[config.mk]
export PLATFORM = sky130hd
export DESIGN_NAME = i2c_master_sequencer
export DESIGN_NICKNAME = d
export VERILOG_FILES = /design/src/i2c_seq_pkg.sv /design/src/i2c_pin_sync.sv /design/src/i2c_master_sequencer.sv
export VERILOG_INCLUDE_DIRS = /design/src /design/src/src
export SDC_FILE = /design/constraint.sdc
export NUM_CORES = 1
export LEC_CHECK = 0
export ABC_AREA = 0
export BUFFER_PORTS_ARGS = -buffer_cell sky130_fd_sc_hd__clkbuf_2
export CORE_ASPECT_RATIO = 0.9
export CORE_MARGIN = 2
export CORE_UTILIZATION = 51
export DETAILED_ROUTE_END_ITERATION = 16
export GPL_TIMING_DRIVEN = 1
export PLACE_DENSITY = 0.75
export SLEW_MARGIN = 25
export SYNTH_ARGS = -nofsm -noshare
export SYNTH_HDL_FRONTEND = slang
export SYNTH_HIERARCHICAL = 1
export SYNTH_SLANG_ARGS = --single-unit
[constraint.sdc]
create_clock -name pclk -period 2.3 [get_ports pclk]
set_input_delay 0.23 -clock pclk [delete_from_list [all_inputs] [get_ports pclk]]
set_output_delay 0.23 -clock pclk [all_outputs]
set_load 0.02 [all_outputs]
[src/i2c_seq_params.svh]
// Constants for the bus master sequencer: offsets, fields, resets, timing.
// Assumes inclusion by the main module and the bench only.
`ifndef I2C_SEQ_PARAMS_SVH
`define I2C_SEQ_PARAMS_SVH
// Register byte offsets on the APB
`define OFS_CTRL_A 8'h00
`define OFS_CTRL_B 8'h04
`define OFS_DATA 8'h08
`define OFS_OWN 8'h0C
// control_register_a fields
`define CRA_BC_LSB 0
`define CRA_ACK_BIT 4
`define CRA_RATE_LSB 8
// control_register_b / status_register_b fields
`define CRB_MST_BIT 7
`define CRB_TRX_BIT 6
`define CRB_BB_BIT 5
`define CRB_PIN_BIT 4
`define CRB_MODE_LSB 2
`define CRB_LRB_BIT 0
// Reset values and the I2C interface mode code
`define RST_RATE 8'h04
`define RST_PIN 1'b1
`define MODE_I2C 2'h2
// Divider ticks per SCL low half and high half (t_low, t_high)
`define LOW_TICKS 2'h2
`define HIGH_TICKS 2'h2
// Bits per word when the bit count field reads 000
`define FULL_WORD 4'h8
`endif

[src/i2c_seq_pkg.sv]
// Types shared by the bus master sequencer.
// Assumes the params header sits beside it.
package i2c_seq_pkg;
   // Sequencer states, one-hot
   typedef enum logic [7:0] {
      ST_IDLE   = 8'h01,
      ST_START  = 8'h02,
      ST_LOW    = 8'h04,
      ST_HIGH   = 8'h08,
      ST_WAIT   = 8'h10,
      ST_STOP_A = 8'h20,
      ST_STOP_B = 8'h40,
      ST_STOP_C = 8'h80
   } seq_state_e;
   // Sampled bus levels
   typedef struct packed {
      logic scl;
      logic sda;
   } line_in_s;
   // Open-drain pin drive
   typedef struct packed {
      logic scl_o;
      logic scl_oe;
      logic sda_o;
      logic sda_oe;
   } line_out_s;
endpackage : i2c_seq_pkg

[src/i2c_pin_sync.sv]
// Two-flop synchroniser for asynchronous pin levels.
// Assumes one clock; the first stage feeds only the second.
`timescale 1ns/1ps
module i2c_pin_sync #(
   parameter int W = 2
) (
   // Clock and reset
   input wire logic pclk,
   input wire logic presetn,
   // Levels
   input wire logic [W-1:0] d,
   output logic [W-1:0] q
);
   logic [W-1:0] meta_reg; // First stage, read by second stage only
   // Lines idle high, so reset to ones
   always_ff @(posedge pclk or negedge presetn) begin
      if (!presetn) begin
         meta_reg <= '1;
         q <= '1;
      end else begin
         meta_reg <= d;
         q <= meta_reg;
      end
   end
endmodule : i2c_pin_sync

[src/i2c_master_sequencer.sv]
// Bus master transfer sequencer with APB register access.
// Assumes open-drain SCL/SDA resolved outside; pins are asynchronous.
//
// Behaviour
// [RQ1] Software sets ack enable, bit count 000
// [RQ2] Software loads own address, clears free format
// [RQ3] Software inits slave receiver mode, pending set
// [RQ4] Init ends before any other bus start
// [RQ5] Software checks bus free, loads address word
// [RQ6] Four ones written start, then address out
// [RQ7] One SCL low time before first fall
// [RQ8] Ninth fall raises interrupt, clears pending
// [RQ9] SCL held low while pending is zero
// [RQ10] Acked address word updates transmit select
// [RQ11] No address write during a transfer
// [RQ12] Start issued within 98.0 us of load
// [RQ13] Handler checks master, then transmit select
// [RQ14] Transmitter NACK: software generates stop
// [RQ15] Transmitter ACK: software writes next word
// [RQ16] Data write sets pending, clocks one word
// [RQ17] Data read sets pending, acks low
// [RQ18] First read after address is undefined
// [RQ19] One word plus ack per read
// [RQ20] Ack enable cleared omits ack clock
// [RQ21] Single bit clock leaves SDA high
// [RQ22] Software stops after single bit interrupt
// [RQ23] Stop command: ones, bus flag zero
// [RQ24] Bus flag follows start and stop
`timescale 1ns/1ps
`include "i2c_seq_params.svh"
module i2c_master_sequencer (
   // Clock and reset
   input wire logic pclk,
   input wire logic presetn,
   // APB slave
   input wire logic psel,
   input wire logic penable,
   input wire logic pwrite,
   input wire logic [7:0] paddr,
   input wire logic [31:0] pwdata,
   output logic [31:0] prdata,
   output logic pready,
   output logic pslverr,
   // Bus pins
   input wire i2c_seq_pkg::line_in_s line_in,
   output i2c_seq_pkg::line_out_s line_out,
   // Word complete event
   output logic transfer_interrupt
);
   import i2c_seq_pkg::*;

   ////////////////////////////////////////////////////////////////////////
   // Pin synchronisers and bus condition detection
   line_in_s pins_s; // Synchronised levels
   line_in_s pins_d; // One cycle older
   i2c_pin_sync #(.W(2)) u_sync (
      .pclk(pclk),
      .presetn(presetn),
      .d(line_in),
      .q(pins_s)
   );
   // SDA edges while SCL high are start and stop
   wire start_det = pins_d.scl & pins_s.scl & pins_d.sda & ~pins_s.sda;
   wire stop_det = pins_d.scl & pins_s.scl & ~pins_d.sda & pins_s.sda;

   ////////////////////////////////////////////////////////////////////////
   // State
   seq_state_e st_reg, st_next; // Sequencer state
   logic [1:0] ph_reg, ph_next; // Ticks in current half period
   logic [7:0] div_reg, div_next; // Rate divider
   logic [3:0] bit_reg, bit_next; // Bit index in word
   logic [7:0] sh_reg, sh_next; // data_buffer / shift register
   logic [7:0] rate_reg, rate_next; // Clock-rate field
   logic [2:0] bc_reg, bc_next; // bit_count_field
   logic ack_reg, ack_next; // Acknowledge-clock enable
   logic [1:0] mode_reg, mode_next; // interface_mode_field
   logic [1:0] swrst_reg, swrst_next; // soft_reset_code_hi/lo
   logic [6:0] own_reg, own_next; // own_address_field
   logic ffmt_reg, ffmt_next; // free_format_select
   logic mst_reg, mst_next; // master_select
   logic trx_reg, trx_next; // transmit_select
   logic bb_reg, bb_next; // bus_occupied_flag
   logic pin_reg, pin_next; // Pending-service flag
   logic lrb_reg, lrb_next; // last_received_bit
   logic addr_reg, addr_next; // Current word is the address word
   logic stopq_reg, stopq_next; // Stop requested
   logic irq_reg, irq_next; // transfer_interrupt pulse
   line_out_s lo_reg, lo_next; // Pin drive
   logic [31:0] rd_reg, rd_next; // prdata
   logic rdy_reg, rdy_next; // pready
   logic err_reg, err_next; // pslverr
   logic [3:0] nbits; // Data bits per word
   logic [3:0] total; // Data bits plus optional ack
   logic tick; // Divider enable pulse
   logic acc, wr, rd; // Completing APB access
   logic [31:0] rmux; // Read data mux
   logic hit; // Address decodes

   ////////////////////////////////////////////////////////////////////////
   // Word length and divider decode
   always_comb begin
      nbits = (bc_reg == 3'h0) ? `FULL_WORD : {1'b0, bc_reg};
      total = nbits + {3'h0, ack_reg}; // [RQ20]
      // Compare at or above: a rate lowered mid-count cannot miss a tick
      tick = (div_reg >= rate_reg);
      acc = psel & penable & rdy_reg;
      wr = acc & pwrite;
      rd = acc & ~pwrite;
   end

   // Read mux; one wait state keeps pready and prdata registered
   always_comb begin
      hit = 1'b1;
      rmux = 32'h0000_0000;
      unique case (paddr)
         `OFS_CTRL_A: begin
            rmux = {16'h0000, rate_reg, 3'h0, ack_reg, 1'b0, bc_reg};
         end
         `OFS_CTRL_B: begin
            rmux = {24'h00_0000, mst_reg, trx_reg, bb_reg, pin_reg,
               mode_reg, 1'b0, lrb_reg};
         end
         // First receive read returns stale shift contents [RQ18]
         `OFS_DATA: begin
            rmux = {24'h00_0000, sh_reg};
         end
         `OFS_OWN: begin
            rmux = {24'h00_0000, own_reg, ffmt_reg};
         end
         default: begin
            hit = 1'b0;
         end
      endcase
   end

   ////////////////////////////////////////////////////////////////////////
   // Next-state logic: engine first, then software so a set wins
   always_comb begin
      st_next = st_reg;
      ph_next = ph_reg;
      div_next = tick ? 8'h00 : div_reg + 8'h01;
      bit_next = bit_reg;
      sh_next = sh_reg;
      rate_next = rate_reg;
      bc_next = bc_reg;
      ack_next = ack_reg;
      mode_next = mode_reg;
      swrst_next = swrst_reg;
      own_next = own_reg;
      ffmt_next = ffmt_reg;
      mst_next = mst_reg;
      trx_next = trx_reg;
      bb_next = bb_reg;
      pin_next = pin_reg;
      lrb_next = lrb_reg;
      addr_next = addr_reg;
      stopq_next = stopq_reg;
      irq_next = 1'b0;
      lo_next = lo_reg;
      lo_next.scl_o = 1'b0;
      lo_next.sda_o = 1'b0;
      rdy_next = psel & penable & ~rdy_reg;
      rd_next = rdy_next ? rmux : 32'h0000_0000;
      err_next = rdy_next & ~hit;
      // Bus flag tracks conditions; a stop ends master role
      if (start_det) begin
         bb_next = 1'b1; // [RQ24]
      end
      if (stop_det) begin
         bb_next = 1'b0; // [RQ24]
         mst_next = 1'b0;
         trx_next = 1'b0;
      end
      unique case (st_reg)
         ST_IDLE: begin
            ph_next = 2'h0;
         end
         // SDA already low with SCL high: wait t_low, then fall [RQ7]
         ST_START: begin
            if (tick) begin
               ph_next = ph_reg + 2'h1;
               if (ph_reg == `LOW_TICKS - 2'h1) begin
                  lo_next.scl_oe = 1'b1; // [RQ7]
                  ph_next = 2'h0;
                  st_next = ST_LOW;
               end
            end
         end
         // SCL low: present the bit, then release SCL
         ST_LOW: begin
            if (tick) begin
               ph_next = ph_reg + 2'h1;
               if (ph_reg == 2'h0) begin
                  if (bit_reg < nbits) begin
                     // Transmitter shifts MSB first; receiver floats [RQ21]
                     lo_next.sda_oe = trx_reg & ~sh_reg[3'h7 - bit_reg[2:0]];
                  end else begin
                     lo_next.sda_oe = ~trx_reg; // [RQ17]
                  end
               end
               if (ph_reg == `LOW_TICKS - 2'h1) begin
                  lo_next.scl_oe = 1'b0;
                  ph_next = 2'h0;
                  st_next = ST_HIGH;
               end
            end
         end
         // SCL released; a slave holding it low stretches us
         ST_HIGH: begin
            if (!pins_s.scl) begin
               ph_next = 2'h0;
            end else if (tick) begin
               ph_next = ph_reg + 2'h1;
               if (ph_reg == 2'h0) begin
                  lrb_next = pins_s.sda;
                  if (!trx_reg && bit_reg < nbits) begin
                     sh_next = {sh_reg[6:0], pins_s.sda};
                  end
               end
               if (ph_reg == `HIGH_TICKS - 2'h1) begin
                  lo_next.scl_oe = 1'b1;
                  ph_next = 2'h0;
                  bit_next = bit_reg + 4'h1;
                  st_next = ST_LOW;
                  // Last clock of the word: interrupt and hold SCL
                  if (bit_reg + 4'h1 == total) begin // [RQ19]
                     irq_next = 1'b1; // [RQ8]
                     pin_next = 1'b0; // [RQ8]
                     lo_next.sda_oe = 1'b0;
                     st_next = ST_WAIT;
                     // Direction bit decides role if acked [RQ10]
                     if (addr_reg && ack_reg && !lrb_reg) begin
                        trx_next = ~sh_reg[0]; // [RQ10]
                     end
                     addr_next = 1'b0;
                  end
               end
            end
         end
         // SCL held low until pending flag is set again [RQ9]
         ST_WAIT: begin
            lo_next.scl_oe = 1'b1; // [RQ9]
            ph_next = 2'h0;
            bit_next = 4'h0;
            if (pin_reg) begin
               st_next = stopq_reg ? ST_STOP_A : ST_LOW; // [RQ16]
            end
         end
         // Stop: SDA low under low SCL, release SCL, then SDA [RQ23]
         ST_STOP_A: begin
            lo_next.sda_oe = 1'b1;
            if (tick) begin
               ph_next = ph_reg + 2'h1;
               if (ph_reg == `LOW_TICKS - 2'h1) begin
                  lo_next.scl_oe = 1'b0;
                  ph_next = 2'h0;
                  st_next = ST_STOP_B;
               end
            end
         end
         ST_STOP_B: begin
            if (!pins_s.scl) begin
               ph_next = 2'h0;
            end else if (tick) begin
               ph_next = ph_reg + 2'h1;
               if (ph_reg == `HIGH_TICKS - 2'h1) begin
                  lo_next.sda_oe = 1'b0; // [RQ23]
                  st_next = ST_STOP_C;
               end
            end
         end
         ST_STOP_C: begin
            stopq_next = 1'b0;
            st_next = ST_IDLE;
         end
         default: begin
            st_next = ST_IDLE;
         end
      endcase
      // Software accesses; sets override hardware clears
      if (wr && paddr == `OFS_CTRL_A) begin
         bc_next = pwdata[`CRA_BC_LSB +: 3];
         ack_next = pwdata[`CRA_ACK_BIT];
         rate_next = pwdata[`CRA_RATE_LSB +: 8];
      end
      if (wr && paddr == `OFS_OWN) begin
         own_next = pwdata[7:1];
         ffmt_next = pwdata[0];
      end
      if (wr && paddr == `OFS_CTRL_B) begin
         mode_next = pwdata[`CRB_MODE_LSB +: 2];
         swrst_next = pwdata[1:0];
         mst_next = pwdata[`CRB_MST_BIT];
         trx_next = pwdata[`CRB_TRX_BIT];
         if (pwdata[`CRB_PIN_BIT]) begin
            pin_next = 1'b1;
         end
         // Four ones on a free bus: start, then address word [RQ6]
         if (pwdata[7:4] == 4'hF && !bb_reg && st_reg == ST_IDLE &&
             mode_reg == `MODE_I2C) begin
            lo_next.sda_oe = 1'b1; // [RQ6]
            bit_next = 4'h0;
            addr_next = 1'b1;
            ph_next = 2'h0;
            st_next = ST_START;
         end
         // Ones with bus flag zero on a busy bus: stop [RQ23]
         if (pwdata[7:4] == 4'hD && bb_reg) begin
            stopq_next = 1'b1; // [RQ23]
         end
      end
      if (wr && paddr == `OFS_DATA) begin
         sh_next = pwdata[7:0];
         if (st_reg == ST_WAIT && mst_reg && trx_reg) begin
            pin_next = 1'b1; // [RQ16]
         end
      end
      if (rd && paddr == `OFS_DATA && st_reg == ST_WAIT && mst_reg &&
          !trx_reg) begin
         pin_next = 1'b1; // [RQ17]
      end
   end

   ////////////////////////////////////////////////////////////////////////
   // Registers
   always_ff @(posedge pclk or negedge presetn) begin
      if (!presetn) begin
         st_reg <= ST_IDLE;
         ph_reg <= 2'h0;
         div_reg <= 8'h00;
         bit_reg <= 4'h0;
         sh_reg <= 8'h00;
         rate_reg <= `RST_RATE;
         bc_reg <= 3'h0;
         ack_reg <= 1'b0;
         mode_reg <= 2'h0;
         swrst_reg <= 2'h0;
         own_reg <= 7'h00;
         ffmt_reg <= 1'b0;
         mst_reg <= 1'b0;
         trx_reg <= 1'b0;
         bb_reg <= 1'b0;
         pin_reg <= `RST_PIN;
         lrb_reg <= 1'b0;
         addr_reg <= 1'b0;
         stopq_reg <= 1'b0;
         irq_reg <= 1'b0;
         lo_reg <= '0;
         rd_reg <= 32'h0000_0000;
         rdy_reg <= 1'b0;
         err_reg <= 1'b0;
         pins_d <= '1;
      end else begin
         st_reg <= st_next;
         ph_reg <= ph_next;
         div_reg <= div_next;
         bit_reg <= bit_next;
         sh_reg <= sh_next;
         rate_reg <= rate_next;
         bc_reg <= bc_next;
         ack_reg <= ack_next;
         mode_reg <= mode_next;
         swrst_reg <= swrst_next;
         own_reg <= own_next;
         ffmt_reg <= ffmt_next;
         mst_reg <= mst_next;
         trx_reg <= trx_next;
         bb_reg <= bb_next;
         pin_reg <= pin_next;
         lrb_reg <= lrb_next;
         addr_reg <= addr_next;
         stopq_reg <= stopq_next;
         irq_reg <= irq_next;
         lo_reg <= lo_next;
         rd_reg <= rd_next;
         rdy_reg <= rdy_next;
         err_reg <= err_next;
         pins_d <= pins_s;
      end
   end

   assign prdata = rd_reg;
   assign pready = rdy_reg;
   assign pslverr = err_reg;
   assign line_out = lo_reg;
   assign transfer_interrupt = irq_reg;
endmodule : i2c_master_sequencer

==> summary.txt <==
Pwr
  – Pleak: 2.81 nW
  – Pwr Density: slightly above 500 nW/µm²
  – Overall power: about 2.9 mW
  – Max VDD drop: roughly 0.55 mV

Synthesis
  – Ranking of synthesized cells by area: dfrtp_1, mux2_2, dfstp_2
  – Syn avg cell area: 10.6 µm²
  – Post-synth top flop: dfrtp_1
  – Syn Inst Count: 445
  – Synth Register Bits: 86
  – Post-synth cell types: 65
  – Number of synthesized flops with an enable pin: 0
  – Async set or reset register ratio after synthesis: 100%
  – Synth Warn #: 6
  – Post-synthesis sequential area ratio: between 40% and 50%
  – Area leader, netlist: dfrtp_1
  – Yosys top cell area share: between 40 and 50%
  – Mapped Area: 4710 µm²

Timing
  – Final setup violation count: 0
  – Final hold violation count: 0
  – Setup Skew: 0.0122 ns
  – Slew Limit Headroom: approximately two thirds
  – Achievable Freq: roughly 440 MHz
  – Tmin final: roughly 2.3 ns
  – Setup WS post-layout: between 0.01 and 0.015 ns
  – Unrepaired setup endpoints after global routing: yes
  – Final period util: 99.4%
  – Slew @ Worst Pin: around 0.52 ns
  – Slew Limit Fails: 0

Flow run
  – Max-Cap Viols: 0

Floorplan
  – Core area: about 9000 µm²
  – Initial core utilization: 52.1%
  – Die Ht: roughly 95 µm
  – IO Count: 86
  – Die Area: roughly 10000 µm²
  – Die width: ~110 µm
  – Standard-cell row count: 33

Min path
  – WHS Endpoint: rate_reg[5]
  – Hold depth: 3
  – Launch point of the worst hold path: pwdata[13]
  – Worst hold path type: input pin to flop

Global routing
  – Grt total ovfl: 0
  – Largest net degree at the start of global routing: between 50 and 60
  – Vias in the first global route: ~3700
  – First-pass GRT wire length: around 18 mm
  – Initial antenna violation count: 0
  – All-Layer GR Usage: between 20% and 30%

Cells and area
  – Layout fillers: ~720
  – Nets: 601
  – Layout Cells excl Fill: 663
  – Commonest non-fill, non-tap cell in the layout: dfrtp_1
  – Commonest non-fill, non-tap cells in the layout: dfrtp_1, clkbuf_2, buf_4
  – Share of layout cells above drive strength 1: 35.1%
  – Final core utilization: roughly 63%
  – Synth-to-Final Area Change: 21.4%
  – Diode count: 0
  – Max reg flops: 16

Detailed routing
  – WL/cell: between 15 and 20 µm
  – Final WL: between 10 and 15 mm
  – Final antenna-violating net count: 0
  – Vias per cell: 5.57
  – Drt first pass iters: 4
  – DR iter-0 viols: 246
  – Total number of vias: 3695
  – # DRC: 0

CTS
  – Clk root buf: clkbuf_8
  – Worst-path clk slew: 0.10 ns
  – Num Clock Sinks: 86
  – Clock Tree Buf Depth: 2
  – CTS H-tree depth: 3
  – Clock buffer count from CTS: 9
  – CTS tree: built
  – Worst-Skew Late Latency: 0.36 ns

Place
  – Placed cell count: 641
  – Post-DP HPWL: 8.34 mm
  – Quantity of I/O buffers inserted on ports: slightly above 50
  – Placement Setup Slack: -0.0936 ns
  – Global placer's final weighted congestion: roughly 0.86

Setup path
  – R2r startpoint: bc_reg[2]
  – R2r setup slk: 0.01 ns
  – Req. time, crit path: 2.54 ns
  – Crit. End Element: flop
  – Reg2Reg Depth: 7
  – CP Data Arrival Time: between 2 and 3 ns
  – Reg-to-Reg End: line_out[0]
  – CP Max Fanout: 2
  – Startpoint Class: flop
  – Kind of critical path: flop to flop

Outcome
  – Status: complete, no violations
==> stage by stage <==
| stage | TNS (ns) | cell area (µm²) | hold WS (ns) |
|---|---|---|---|
| after floorplan | 0 | 4780 | -0.0656 |
| after global placement | -0.242 | 5330 | 0.225 |
| after CTS | -0.00564 | 5620 | 0.0603 |
| final | 0 | 5710 | 0.0766 |
| after global routing | -0.0661 | 5710 | 0.0760 |
| after detailed placement | -0.538 | 5330 | 0.231 |
==> worst max-delay path, stage by stage, from the launching register on <==
cell	delay, ns
dfrtp_1	0.39
or3_4	0.41
ha_4	0.29
nand2_1	0.06
o21ai_2	0.20
mux2i_1	0.12
and3_1	0.20
or4b_1	0.51
==> layout make-up <==
cell class / instances / area, µm² / share of cell area [%]
Clock buffer: 9 / 124 / 2.17
Clock inverter: 7 / 104 / 1.82
Inverter: 20 / 75.1 / 1.31
Multi-Input combinational cell: 319 / 2440 / 42.8
Sequential cell: 86 / 2160 / 37.9
Tap cell: 122 / 153 / 2.67
Timing Repair Buffer: 100 / 649 / 11.4
==> cells in the mapped netlist, types with 9 or more instances <==
cell type,instances
a21oi_1,13
buf_4,18
clkbuf_1,14
dfrtp_1,77
dfstp_2,9
ha_1,18
inv_1,20
mux2_2,27
nand2_1,37
nand3_1,18
nor2_1,31
o21ai_0,17
xor2_1,10
==> power by group <==
part           total [mW]  switching, mW  internal, mW
Clock                1.23          0.603         0.627
Combinational       0.159          0.110        0.0499
Sequential           1.54        0.00894          1.53
Total                2.93          0.721          2.20
==> layer usage <==
layer	up-vias	track usage [%]	share of wire, %
met5	-	0	0
met4	0	8.89	1.7
met3	19	4.58	4.4
met2	105	38.4	48
met1	1827	31.5	45
li1	1744	-	-
==> worst max path at each step <==
stage | to | slack [ns] | depth (start not counted) | from
finish | line_out[0] | 0.01 | 7 | bc_reg[2]
detailed placement | line_out[0] | -0.09 | 8 | bc_reg[0]
global route | line_out[0] | -0.05 | 9 | bc_reg[0]
global placement | line_out[0] | -0.08 | 8 | bc_reg[0]
floorplan | sh_reg[0] | 0.06 | 9 | div_reg[0]
CTS | line_out[0] | -0.006 | 7 | bc_reg[2]
==> logic make-up (layout without fill, tap and decap cells) <==
family	Yosys count	after routing	share of synthesized area, %
fa+ha+maj	18	18	4.78
simple gates	157	157	18.5
compound gates	67	67	9.51
xor+xnor	16	16	2.98
flops	86	86	45.9
mux	43	43	12.0
other cells	1	18	0.0796
buf+inv	57	136	6.19
==> repair_timing <==
action                                  4_1_cts  5_1_grt
buffers inserted                              2        3
hold buffers                                  3        0
endpoints found under the hold margin        37        0
gates resized for setup                       6       19
endpoints found under the setup margin       13       18
pin swaps                                     6       10
(Power assumes the default switching activity.)
